`src/core/tps_pkg.sv`:
```
// constants shared by the transmitter protection sequencer files
package tps_pkg;
    // ****************************************
    // clock and timer base
    // ****************************************
    localparam int unsigned TPS_CLK_HZ = 10_000_000;
    localparam int unsigned TPS_TICK_MS = 10;
    localparam int unsigned TPS_TICK_CYCLES = TPS_CLK_HZ / 1000 * TPS_TICK_MS;
    localparam int unsigned TPS_HOLDOFF_MS = 3000;
    localparam int unsigned TPS_WINDOW_MS = 30000;
    localparam int unsigned TPS_RUNDOWN_MS = 180000;
    localparam int unsigned TPS_WARMUP_MS = 20000;
    localparam int unsigned TPS_OUTAGE_MS = 10000;
    localparam int unsigned TPS_HOLDOFF_TICKS = TPS_HOLDOFF_MS / TPS_TICK_MS;
    localparam int unsigned TPS_WINDOW_TICKS = TPS_WINDOW_MS / TPS_TICK_MS;
    localparam int unsigned TPS_RUNDOWN_TICKS = TPS_RUNDOWN_MS / TPS_TICK_MS;
    localparam int unsigned TPS_WARMUP_TICKS = TPS_WARMUP_MS / TPS_TICK_MS;
    localparam int unsigned TPS_OUTAGE_TICKS = TPS_OUTAGE_MS / TPS_TICK_MS;
    // ****************************************
    // register map and fields
    // ****************************************
    localparam logic [3:0] TPS_REG_CMD = 4'h0;
    localparam logic [3:0] TPS_REG_STATUS = 4'h4;
    localparam logic [3:0] TPS_REG_OVL = 4'h8;
    localparam int TPS_CMD_PON = 0;
    localparam int TPS_CMD_POFF = 1;
    localparam int TPS_CMD_FON = 2;
    localparam int TPS_CMD_FOFF = 3;
    localparam int TPS_CMD_ICLR = 4;
    localparam int TPS_CMD_W = 5;
    localparam int TPS_ST_PLATE = 0;
    localparam int TPS_ST_FIL = 1;
    localparam int TPS_ST_READY = 2;
    localparam int TPS_ST_BLOWER = 3;
    localparam int TPS_ST_FAULT = 4;
    localparam int TPS_ST_TRIP1 = 5;
    localparam int TPS_ST_TRIP2 = 6;
    localparam int TPS_ST_EN = 7;
    localparam int TPS_ST_ACOK = 8;
    localparam int TPS_ST_W = 9;
    localparam logic TPS_LATCH_RST = 1'b0;
    // ****************************************
    // synchronised pin vector layout
    // ****************************************
    localparam int TPS_PIN_PON = 0;
    localparam int TPS_PIN_POFF = 1;
    localparam int TPS_PIN_FON = 2;
    localparam int TPS_PIN_FOFF = 3;
    localparam int TPS_PIN_ICLR = 4;
    localparam int TPS_PIN_IILK = 5;
    localparam int TPS_PIN_EILK = 6;
    localparam int TPS_PIN_ACOK = 7;
    localparam int TPS_PIN_STRIP = 8;
    localparam int TPS_PIN_SFULL = 9;
    localparam int TPS_PIN_W = 10;
endpackage : tps_pkg

```
`src/core/tps_tmr_if.sv`:
```
// control and status signals between the sequencer and one timer
`timescale 1ns/1ps
interface tps_tmr_if;
    logic start;
    logic clear;
    logic busy;
    logic done;
    modport ctl_mp (output start, output clear, input busy, input done);
    modport tmr_mp (input start, input clear, output busy, output done);
endinterface : tps_tmr_if

```
`src/core/tps_sequencer.sv`:
```
// transmitter protection and turn-off sequencer with ahb-lite registers
// Behaviour
// - overload with second stage set forces plate off, hold-off running or not.
// - after trip-out plate stays off until a new plate-on command.
// - trip-out sets the sticky fault latch driving the fault lamp.
// - plate-on command clears the fault latch.
// - first overload starts the thirty second fault window.
// - window expiry clears both trip stages; three overloads needed.
// - plate-on command cancels a running fault window.
// - single-trip strap makes every overload latch the plate off.
// - each overload sets its lamp latch, cleared only by clear control.
// - internal interlock forces plate off; plate-on needed afterwards.
// - external interlock only gates plate enable; recovers by itself.
// - filament-off clears filament, plate off, resets warm-up, starts run-down.
// - run-down lasts three minutes then turns the blower off.
// - filament, blower, plate and fault latches survive an ac loss.
// - short outage with filaments on skips the warm-up on return.
// - outage over ten seconds runs the full warm-up before plate.
// - force-full-warm-up strap demands full warm-up after any outage.
// - outage during run-down restarts the full run-down on return.
// - each overload gives a three second hold-off removing plate enable.
// - hold-off ends set stage one, then stage two armed by one.
//
// Our own choices: the AHB-Lite register port and the register offsets.
`timescale 1ns/1ps
module tps_sequencer
    import tps_pkg::*;
#(
    parameter int N_OVL = 4,
    parameter int unsigned TICK_CYCLES = TPS_TICK_CYCLES,
    parameter int unsigned HOLDOFF_TICKS = TPS_HOLDOFF_TICKS,
    parameter int unsigned WINDOW_TICKS = TPS_WINDOW_TICKS,
    parameter int unsigned RUNDOWN_TICKS = TPS_RUNDOWN_TICKS,
    parameter int unsigned WARMUP_TICKS = TPS_WARMUP_TICKS,
    parameter int unsigned OUTAGE_TICKS = TPS_OUTAGE_TICKS
) (
    // clock, reset, enable
    input wire logic clk_sys_in,
    input wire logic rst_in,
    input wire logic ce_in,
    // operator and remote pins, active high
    input wire logic plate_on_in,
    input wire logic plate_off_in,
    input wire logic fil_on_in,
    input wire logic fil_off_in,
    input wire logic indicator_clear_switch_in,
    input wire logic int_interlock_in,
    input wire logic ext_interlock_in,
    input wire logic ac_power_ok_in,
    input wire logic single_trip_strap_in,
    input wire logic force_full_warmup_strap_in,
    input wire logic [N_OVL-1:0] overload_in,
    // relays and indicators
    output logic plate_enable_out,
    output logic filament_out,
    output logic blower_out,
    output logic fault_ind_out,
    output logic int_ilk_ind_out,
    output logic ext_ilk_ind_out,
    output logic [N_OVL-1:0] overload_ind_out,
    // ahb-lite slave
    input wire logic hsel_in,
    input wire logic [31:0] haddr_in,
    input wire logic [1:0] htrans_in,
    input wire logic hwrite_in,
    input wire logic [2:0] hsize_in,
    input wire logic [31:0] hwdata_in,
    input wire logic hready_in,
    output logic [31:0] hrdata_out,
    output logic hreadyout_out,
    output logic hresp_out
);
    localparam int TW = $clog2(TICK_CYCLES + 1);
    localparam int OW = $clog2(OUTAGE_TICKS + 2);

    typedef struct packed {
        logic [TPS_PIN_W-1:0] s1;
        logic [TPS_PIN_W-1:0] s2;
        logic [TPS_PIN_W-1:0] s3;
        logic [N_OVL-1:0] o1;
        logic [N_OVL-1:0] o2;
        logic [N_OVL-1:0] o3;
        logic [TW-1:0] tick_cnt;
        logic tick;
        logic fil_latch;
        logic fil_ready;
        logic blower;
        logic plate_latch;
        logic fault_latch;
        logic trip1;
        logic trip2;
        logic [N_OVL-1:0] ovl_ind;
        logic plate_en;
        logic [OW-1:0] out_cnt;
        logic wr_pend;
        logic [3:0] wr_addr;
        logic [31:0] rdata;
    } tps_state_t;

    localparam tps_state_t ST_RST = '0;

    tps_state_t st_r;
    tps_state_t st_nxt;

    tps_tmr_if ho_if ();
    tps_tmr_if win_if ();
    tps_tmr_if wu_if ();
    tps_tmr_if bl_if ();

    logic [TPS_PIN_W-1:0] pins;
    logic [TPS_PIN_W-1:0] rise;
    logic [TPS_CMD_W-1:0] sw_cmd;
    logic ac_ok;
    logic ac_up;
    logic pon;
    logic poff;
    logic fon;
    logic foff;
    logic iclr;
    logic int_ilk;
    logic ext_ilk;
    logic strip;
    logic sfull;
    logic [N_OVL-1:0] ovl_rise;
    logic ovl_evt;
    logic trip_evt;
    logic off_any;
    logic short_out;
    logic take;
    logic [TPS_ST_W-1:0] status;

    // gather the asynchronous pins into one vector
    assign pins = {force_full_warmup_strap_in, single_trip_strap_in, ac_power_ok_in,
                   ext_interlock_in, int_interlock_in, indicator_clear_switch_in,
                   fil_off_in, fil_on_in, plate_off_in, plate_on_in};

    // ****************************************
    // timers
    // ****************************************
    tps_timer #(.PERIOD(HOLDOFF_TICKS)) u_holdoff (
        .clk_sys_in(clk_sys_in), .rst_in(rst_in), .ce_in(ce_in),
        .tick_in(st_r.tick), .t(ho_if.tmr_mp));
    tps_timer #(.PERIOD(WINDOW_TICKS)) u_window (
        .clk_sys_in(clk_sys_in), .rst_in(rst_in), .ce_in(ce_in),
        .tick_in(st_r.tick), .t(win_if.tmr_mp));
    tps_timer #(.PERIOD(WARMUP_TICKS)) u_warmup (
        .clk_sys_in(clk_sys_in), .rst_in(rst_in), .ce_in(ce_in),
        .tick_in(st_r.tick), .t(wu_if.tmr_mp));
    tps_timer #(.PERIOD(RUNDOWN_TICKS)) u_rundown (
        .clk_sys_in(clk_sys_in), .rst_in(rst_in), .ce_in(ce_in),
        .tick_in(st_r.tick), .t(bl_if.tmr_mp));

    // ****************************************
    // decoded events from synchronised pins and software
    // ****************************************
    always_comb begin
        rise = st_r.s2 & ~st_r.s3;
        ovl_rise = st_r.o2 & ~st_r.o3;
        ac_ok = st_r.s2[TPS_PIN_ACOK];
        ac_up = rise[TPS_PIN_ACOK];
        sw_cmd = '0;
        if (st_r.wr_pend && st_r.wr_addr == TPS_REG_CMD) begin
            sw_cmd = hwdata_in[TPS_CMD_W-1:0];
        end
        // plate and filament controls are dead while ac power is away
        pon = ac_ok && (rise[TPS_PIN_PON] || sw_cmd[TPS_CMD_PON]);
        poff = ac_ok && (rise[TPS_PIN_POFF] || sw_cmd[TPS_CMD_POFF]);
        fon = ac_ok && (rise[TPS_PIN_FON] || sw_cmd[TPS_CMD_FON]);
        foff = ac_ok && (rise[TPS_PIN_FOFF] || sw_cmd[TPS_CMD_FOFF]);
        iclr = st_r.s2[TPS_PIN_ICLR] || sw_cmd[TPS_CMD_ICLR];
        int_ilk = st_r.s2[TPS_PIN_IILK];
        ext_ilk = st_r.s2[TPS_PIN_EILK];
        strip = st_r.s2[TPS_PIN_STRIP];
        sfull = st_r.s2[TPS_PIN_SFULL];
        ovl_evt = ac_ok && (|ovl_rise);
        trip_evt = ovl_evt && (st_r.trip2 || strip);
        off_any = poff || trip_evt || foff || (ac_ok && int_ilk);
        short_out = (st_r.out_cnt <= OW'(OUTAGE_TICKS)) && !sfull;
        take = hsel_in && htrans_in[1] && hready_in;
    end

    // status word seen by software
    always_comb begin
        status = '0;
        status[TPS_ST_PLATE] = st_r.plate_latch;
        status[TPS_ST_FIL] = st_r.fil_latch;
        status[TPS_ST_READY] = st_r.fil_ready;
        status[TPS_ST_BLOWER] = st_r.blower;
        status[TPS_ST_FAULT] = st_r.fault_latch;
        status[TPS_ST_TRIP1] = st_r.trip1;
        status[TPS_ST_TRIP2] = st_r.trip2;
        status[TPS_ST_EN] = st_r.plate_en;
        status[TPS_ST_ACOK] = ac_ok;
    end

    // ****************************************
    // timer controls
    // ****************************************
    always_comb begin
        ho_if.start = ovl_evt;
        ho_if.clear = !ac_ok;
        win_if.start = ovl_evt && !win_if.busy;
        win_if.clear = pon || !ac_ok;
        wu_if.start = 1'b0;
        wu_if.clear = foff || !ac_ok;
        bl_if.start = foff;
        bl_if.clear = !ac_ok;
        if ((fon || pon) && !foff && !st_r.fil_latch) begin
            wu_if.start = 1'b1;
            bl_if.clear = 1'b1;
        end
        if (ac_up && st_r.fil_latch && !(short_out && st_r.fil_ready)) begin
            wu_if.start = 1'b1;
        end
        if (ac_up && st_r.blower && !st_r.fil_latch) begin
            bl_if.start = 1'b1;
        end
    end

    // ****************************************
    // sequencer next state
    // ****************************************
    always_comb begin
        st_nxt = st_r;
        st_nxt.s1 = pins;
        st_nxt.s2 = st_r.s1;
        st_nxt.s3 = st_r.s2;
        st_nxt.o1 = overload_in;
        st_nxt.o2 = st_r.o1;
        st_nxt.o3 = st_r.o2;
        // common tick
        st_nxt.tick = 1'b0;
        if (st_r.tick_cnt == TW'(TICK_CYCLES - 1)) begin
            st_nxt.tick_cnt = '0;
            st_nxt.tick = 1'b1;
        end else begin
            st_nxt.tick_cnt = st_r.tick_cnt + TW'(1);
        end
        // plate latch, off beats on
        if (off_any) begin
            st_nxt.plate_latch = 1'b0;
        end else if (pon) begin
            st_nxt.plate_latch = 1'b1;
        end
        // fault latch, trip beats clear
        if (trip_evt) begin
            st_nxt.fault_latch = 1'b1;
        end else if (pon) begin
            st_nxt.fault_latch = 1'b0;
        end
        // filament and blower
        if (foff) begin
            st_nxt.fil_latch = 1'b0;
            st_nxt.fil_ready = 1'b0;
        end else if ((fon || pon) && !st_r.fil_latch) begin
            st_nxt.fil_latch = 1'b1; // plate-on also starts filaments
            st_nxt.fil_ready = 1'b0;
            st_nxt.blower = 1'b1;
        end else if (wu_if.done) begin
            st_nxt.fil_ready = 1'b1;
        end
        if (bl_if.done && !st_r.fil_latch) begin
            st_nxt.blower = 1'b0;
        end
        // trip stages
        if (ho_if.done) begin
            if (st_r.trip1) begin
                st_nxt.trip2 = 1'b1;
            end
            st_nxt.trip1 = 1'b1;
        end
        if (win_if.done || pon) begin // plate-on ends the window early as well
            st_nxt.trip1 = 1'b0;
            st_nxt.trip2 = 1'b0;
        end
        // lamp latches, a new overload beats the clear
        if (iclr) begin
            st_nxt.ovl_ind = ac_ok ? ovl_rise : '0;
        end else if (ac_ok) begin
            st_nxt.ovl_ind = st_r.ovl_ind | ovl_rise;
        end
        // outage timing; latches are simply left alone
        if (!ac_ok) begin
            if (st_r.tick && st_r.out_cnt <= OW'(OUTAGE_TICKS)) begin
                st_nxt.out_cnt = st_r.out_cnt + OW'(1);
            end
        end else begin
            st_nxt.out_cnt = '0;
        end
        if (ac_up && st_r.fil_latch && !(short_out && st_r.fil_ready)) begin
            st_nxt.fil_ready = 1'b0;
        end
        // plate gate
        st_nxt.plate_en = ac_ok && st_nxt.plate_latch && st_nxt.fil_latch &&
                          st_nxt.fil_ready && !ho_if.busy && !ho_if.start &&
                          !ext_ilk && !int_ilk;
        // bus: address phase, then data phase
        st_nxt.wr_pend = take && hwrite_in;
        st_nxt.wr_addr = haddr_in[3:0];
        st_nxt.rdata = '0;
        if (take && !hwrite_in && haddr_in[31:4] == '0) begin
            case (haddr_in[3:0])
                TPS_REG_STATUS: st_nxt.rdata = 32'(status);
                TPS_REG_OVL: st_nxt.rdata = 32'(st_r.ovl_ind);
                default: st_nxt.rdata = 32'h0000_0000;
            endcase
        end
        if (haddr_in[31:4] != '0) begin
            st_nxt.wr_pend = 1'b0; // unmapped writes are dropped
        end
    end

    // state register, frozen while enable is low
    always_ff @(posedge clk_sys_in) begin
        if (rst_in) begin
            st_r <= ST_RST;
        end else if (ce_in) begin
            st_r <= st_nxt;
        end
    end

    // ****************************************
    // outputs
    // ****************************************
    assign plate_enable_out = st_r.plate_en;
    assign filament_out = st_r.fil_latch && st_r.s2[TPS_PIN_ACOK];
    assign blower_out = st_r.blower && st_r.s2[TPS_PIN_ACOK];
    assign fault_ind_out = st_r.fault_latch;
    assign int_ilk_ind_out = st_r.s2[TPS_PIN_IILK];
    assign ext_ilk_ind_out = st_r.s2[TPS_PIN_EILK];
    assign overload_ind_out = st_r.ovl_ind;
    assign hrdata_out = st_r.rdata;
    assign hreadyout_out = ce_in; // bus waits while frozen
    assign hresp_out = 1'b0;

    // ****************************************
    // assertions
    // ****************************************
    AST_TRIP_OFF: assert property (@(posedge clk_sys_in) disable iff (rst_in)
        ce_in && trip_evt |=> !st_r.plate_latch && !plate_enable_out)
        else $error("trip-out did not drop the plate");
    AST_STAY_OFF: assert property (@(posedge clk_sys_in) disable iff (rst_in)
        !st_r.plate_latch && !(ce_in && pon) |=> !st_r.plate_latch)
        else $error("plate came back without plate-on");
    AST_FAULT_SET: assert property (@(posedge clk_sys_in) disable iff (rst_in)
        ce_in && trip_evt |=> fault_ind_out)
        else $error("trip-out did not set fault lamp");
    AST_FAULT_CLR: assert property (@(posedge clk_sys_in) disable iff (rst_in)
        ce_in && pon && !trip_evt |=> !fault_ind_out)
        else $error("plate-on did not clear fault");
    AST_WIN_CLR: assert property (@(posedge clk_sys_in) disable iff (rst_in)
        ce_in && win_if.done |=> !st_r.trip1 && !st_r.trip2)
        else $error("window end left a trip stage set");
    AST_WIN_RESET: assert property (@(posedge clk_sys_in) disable iff (rst_in)
        ce_in && pon |=> !win_if.busy)
        else $error("plate-on left fault window running");
    AST_IND_HOLD: assert property (@(posedge clk_sys_in) disable iff (rst_in)
        !(ce_in && iclr) |=> (st_r.ovl_ind & $past(st_r.ovl_ind)) == $past(st_r.ovl_ind))
        else $error("overload lamp lost without clear");
    AST_EXT_GATE: assert property (@(posedge clk_sys_in) disable iff (rst_in)
        ce_in && ext_ilk |=> !plate_enable_out)
        else $error("external interlock did not gate plate");
    AST_FIL_OFF: assert property (@(posedge clk_sys_in) disable iff (rst_in)
        ce_in && foff |=> !st_r.fil_latch && !st_r.plate_latch && bl_if.busy && !wu_if.busy)
        else $error("filament-off sequence incomplete");
    AST_HOLDOFF: assert property (@(posedge clk_sys_in) disable iff (rst_in)
        ce_in && ovl_evt |=> !plate_enable_out ##1 (!ce_in || ho_if.busy))
        else $error("hold-off did not remove plate enable");
endmodule : tps_sequencer

```
`src/core/tps_timer.sv`:
```
// retriggerable one-shot timer counting common ticks
`timescale 1ns/1ps
module tps_timer
    import tps_pkg::*;
#(
    parameter int unsigned PERIOD = 300
) (
    // clock, reset, enable
    input wire logic clk_sys_in,
    input wire logic rst_in,
    input wire logic ce_in,
    input wire logic tick_in,
    // control from the sequencer
    tps_tmr_if.tmr_mp t
);
    localparam int W = $clog2(PERIOD + 1);

    typedef struct packed {
        logic [W-1:0] cnt;
        logic busy;
        logic done;
    } tps_tmr_st_t;

    localparam tps_tmr_st_t TMR_RST = '0;

    tps_tmr_st_t st_r;
    tps_tmr_st_t st_nxt;

    // ****************************************
    // next state: clear beats start
    // ****************************************
    always_comb begin
        st_nxt = st_r;
        st_nxt.done = 1'b0;
        if (t.clear) begin
            st_nxt.busy = 1'b0;
            st_nxt.cnt = '0;
        end else if (t.start) begin
            st_nxt.busy = 1'b1;
            st_nxt.cnt = W'(PERIOD);
        end else if (st_r.busy && tick_in) begin
            if (st_r.cnt == W'(1)) begin
                st_nxt.busy = 1'b0;
                st_nxt.done = 1'b1; // one-cycle end pulse
            end
            st_nxt.cnt = st_r.cnt - W'(1);
        end
    end

    // state register, frozen while enable is low
    always_ff @(posedge clk_sys_in) begin
        if (rst_in) begin
            st_r <= TMR_RST;
        end else if (ce_in) begin
            st_r <= st_nxt;
        end
    end

    assign t.busy = st_r.busy;
    assign t.done = st_r.done;
endmodule : tps_timer

```
`config.mk`:
```
export PLATFORM = sky130hd
export DESIGN_NAME = tps_sequencer
export DESIGN_NICKNAME = d
export VERILOG_FILES = /design/src/core/tps_pkg.sv /design/src/core/tps_tmr_if.sv /design/src/core/tps_sequencer.sv /design/src/core/tps_timer.sv
export SDC_FILE = /design/constraint.sdc
export NUM_CORES = 1
export LEC_CHECK = 0
export BUFFER_PORTS_ARGS = -buffer_cell sky130_fd_sc_hd__buf_2
export CELL_PAD_IN_SITES_DETAIL_PLACEMENT = 0
export CELL_PAD_IN_SITES_GLOBAL_PLACEMENT = 1
export CORE_AREA = 2 2 168 170
export CTS_BUF_LIST = sky130_fd_sc_hd__clkbuf_8 sky130_fd_sc_hd__clkbuf_16
export CTS_CLUSTER_SIZE = 24
export DETAILED_ROUTE_END_ITERATION = 6
export DIE_AREA = 0 0 170 172
export PLACE_DENSITY = 0.62
export SYNTH_ARGS = -nofsm -noshare
export SYNTH_HDL_FRONTEND = slang
export SYNTH_HIERARCHICAL = 1
export SYNTH_SLANG_ARGS = --single-unit
export TNS_END_PERCENT = 100
```
`constraint.sdc`:
```
create_clock -name clk_sys_in -period 3.6 [get_ports clk_sys_in]
set_input_delay 0.18 -clock clk_sys_in [delete_from_list [all_inputs] [get_ports clk_sys_in]]
set_output_delay 0.18 -clock clk_sys_in [all_outputs]
set_load 0.02 [all_outputs]
```
==> results.cfg <==
[synth]
ys_types = 86
avgSynthCellArea_um2 = 8.477
yosys.area_share.simple_pct = 27.93
yosys-mux-area-fraction_pct = 5.438
async_flop_share_pct = 0
syn_inst = 893
yosysTopAreaCell = dfxtp_1
synth_edf_count = 0
synth-seq-cells = 146
synth_fa_ha_area_share_pct = 1.818
synth_xor_area_share_pct = 3.818
synth_area_leaders = dfxtp_1 39%, nor2_1 6.6%, mux2i_1 5.3%, buf_4 4.0%, a21oi_1 3.9%
synth_top_family_by_area = simple AND/OR/NAND/NOR gates
synth_top_area_share_pct = 38.61
yosysWarnings = 6
syn-cell-area_mm2 = 0.007570
synth_seq_area_share_pct = 38.61
synth-compound-area-share_pct = 14.33
synth_top_flop_cell = dfxtp_1

[cts]
numCtsBuffers = 17
cts_max_level = 4
clk_pin_slew_ns = 0.07
cts_tree = yes
cts_setup_buffers = 0
cts.repair.resized = 0
cts-hold-fix-buffers = 16
clkSinkCount = 146
clock_latency_ns = 0.43
clk_path_buf_depth = 2
cts_root_buffer = clkbuf_16

[global_routing]
grt_pass1_wl_um = 31710
grt_use_total_pct = 13.50
grt_start_max_net_pins = 83
grt_pass1_vias = 6135
gr-total-overflow = 0
grt_antenna_before_repair = 0

[hold_path]
hold_path_depth = 3
hold_class = in -> reg
min_to = st_r[35]$_SDFFE_PP0P_
min_from = haddr_in[3]

[power_and_ir_drop]
intPower_mw = 2.835
powerDensity_mw_per_mm2 = 434.0
p_clk_share_pct = 48.1
power.leakage_nw = 3.373
ir_drop_v = 0.0001857
combPwrFrac_pct = 8.3
switching_share_pct = 26.42
p_sw_mw = 1.018
seq_power_share_pct = 43.7

[route]
totalWireLength_um = 19010
ant_nets = 0
vias = 6377
routedWlPerCell_um = 14.37
dr.pass1.iters = 4
drt_iter0_markers = 427
drc = 0
viasPerCell = 4.820

[floorplan]
fp-row-count = 61
die_h_um = 172
coreArea_mm2 = 0.02748
start_util_pct = 27.55
dieArea_mm2 = 0.02924
ios = 133
dieWidth_um = 170

[finish]
fin_nets = 1064
layout_common_cells = 146 x dfxtp_1, 133 x nor2_1, 75 x buf_2, 59 x a21oi_1, 54 x nand2_1
drive_above_1_share_pct = 16.68
final_common_cell = dfxtp_1
insertedDiodeCount = 0
syn2layout_area_growth_pct = 17.27

[job]
cap_violations = 0

[status]
status = finished clean

[critical_path]
r2r_slack_ns = 0.69
startpoint_type = flop
r2r_start = st_r[33]$_SDFFE_PP0P_
arrival_ns = 3.27
r2r.worst_path.cells = 9
rr_endpoint = u_rundown/st_r[15]$_SDFFE_PP0P_
worstPathMaxFanout = 7
critPathCaptureType = flop
crit_type = reg -> reg
crit_required_ns = 3.96

[timing]
grt_setup_unrepaired = no
setup_viol = 0
max-slew-margin-rel_pct = 50.07
hold_viol_final = 0
worstMarginPinSlew_ns = 0.7479
whs_ns = 0.08010
fin_setup_tns_ns = 0
post-route-min-period_ns = 2.915
fin_crit_sh_pct = 80.96
maxSlewViolCount = 0
clock_skew_ns = 0.02093
timing.fmax_mhz = 343.1

[place]
routabilityCongestion = 0.7675
dpl.hpwl_um = 13230
port-buffer-count = 77
-- cell usage after synthesis (7+ instances only) --
cell and number:
or2_2 7, nand2_1 54, nor2_1 133, inv_1 33, nor4_1 19, xnor2_1 15, mux2i_1 40, nand4_1 14
o21bai_1 7, a211oi_1 7, or3_1 9, or4_1 12, nand3_1 27, clkbuf_1 23, buf_4 40, xor2_1 18
o21ai_0 24, ha_1 11, a21oi_1 59, dfxtp_1 146, nor3_1 26, a31oi_1 18, nand2b_1 12, nand4b_1 9
-- through the flow --
| stage | std cells | worst slack, ns | power (mW) | utilization, % | cell area, µm² |
|---|---|---|---|---|---|
| 2_1_floorplan | 916 | 0.9319 | 1.957 | - | 7656 |
| 3_3_place_gp | 1275 | 0.7135 | 2.025 | 29.51 | 8108 |
| 3_5_place_dp | 1275 | 0.6945 | 2.026 | 29.51 | 8108 |
| 4_1_cts | 1323 | 0.6696 | 3.930 | 32.31 | 8877 |
| 5_1_grt | 1323 | 0.4693 | 4.042 | 32.31 | 8877 |
| 6_report | 1323 | 0.6855 | 3.853 | 32.31 | 8877 |
-- worst max-delay path: stages (launching register included) --
cell	delay [ns]
dfxtp_1	0.32
or4b_4	0.59
o311ai_4	0.31
nand3b_2	0.13
or2_1	0.26
nand2_1	0.19
a211o_1	0.24
nand3_1	0.17
or4_1	0.49
a21oi_1	0.14
-- worst max-delay path by stage --
stage / startpoint / to
after floorplan: st_r[33]$_SDFFE_PP0P_ / u_rundown/st_r[13]$_SDFFE_PP0P_
after global placement: st_r[33]$_SDFFE_PP0P_ / u_rundown/st_r[15]$_SDFFE_PP0P_
after detailed placement: st_r[33]$_SDFFE_PP0P_ / u_rundown/st_r[15]$_SDFFE_PP0P_
after CTS: st_r[33]$_SDFFE_PP0P_ / u_rundown/st_r[15]$_SDFFE_PP0P_
after global routing: st_r[33]$_SDFFE_PP0P_ / u_rundown/st_r[15]$_SDFFE_PP0P_
final: st_r[33]$_SDFFE_PP0P_ / u_rundown/st_r[15]$_SDFFE_PP0P_
-- layer usage --
metal	global-route usage (%)	vias up	part of all wire, %
met5	0	-	0
met4	5.054	0	1.0
met3	2.129	9	3.0
met2	21.46	109	46
met1	18.47	2989	50
li1	-	3270	-
-- state kept, by name, indices dropped and copies added (netlist names), 4 cells and up --
register          flops
u_holdoff/st_r        9
u_warmup/st_r        11
u_rundown/st_r       15
hrdata_out            9
st_r                 48
overload_ind_out      4
u_window/st_r        12
st_nxt               24
-- cells by family after synthesis --
group,Yosys count
compound gates,167
xor+xnor,33
fa+ha+maj,11
buf+inv,111
flops,146
mux,41
other cells,1
simple gates,383
-- cell type report --
class | count | area (µm²)
inverters | 35 | 131.4
clock buffers | 17 | 425.4
fillers | 2918 | 18600
multi-input cells | 659 | 4128
repair buffers | 105 | 653.1
clock inverters | 15 | 183.9
flip-flops and latches | 146 | 2923
well taps | 346 | 432.9
-- power by group through the flow --
| stage | Sequential (mW) | Clock (mW) | Combinational, mW |
|---|---|---|---|
| after floorplan | 1.71 | 0 | 0.249 |
| after global placement | 1.72 | 0 | 0.307 |
| after detailed placement | 1.72 | 0 | 0.308 |
| after CTS | 1.68 | 1.93 | 0.322 |
| after global routing | 1.69 | 2.00 | 0.358 |
| final | 1.68 | 1.85 | 0.318 |
(Power assumes the default switching activity.)
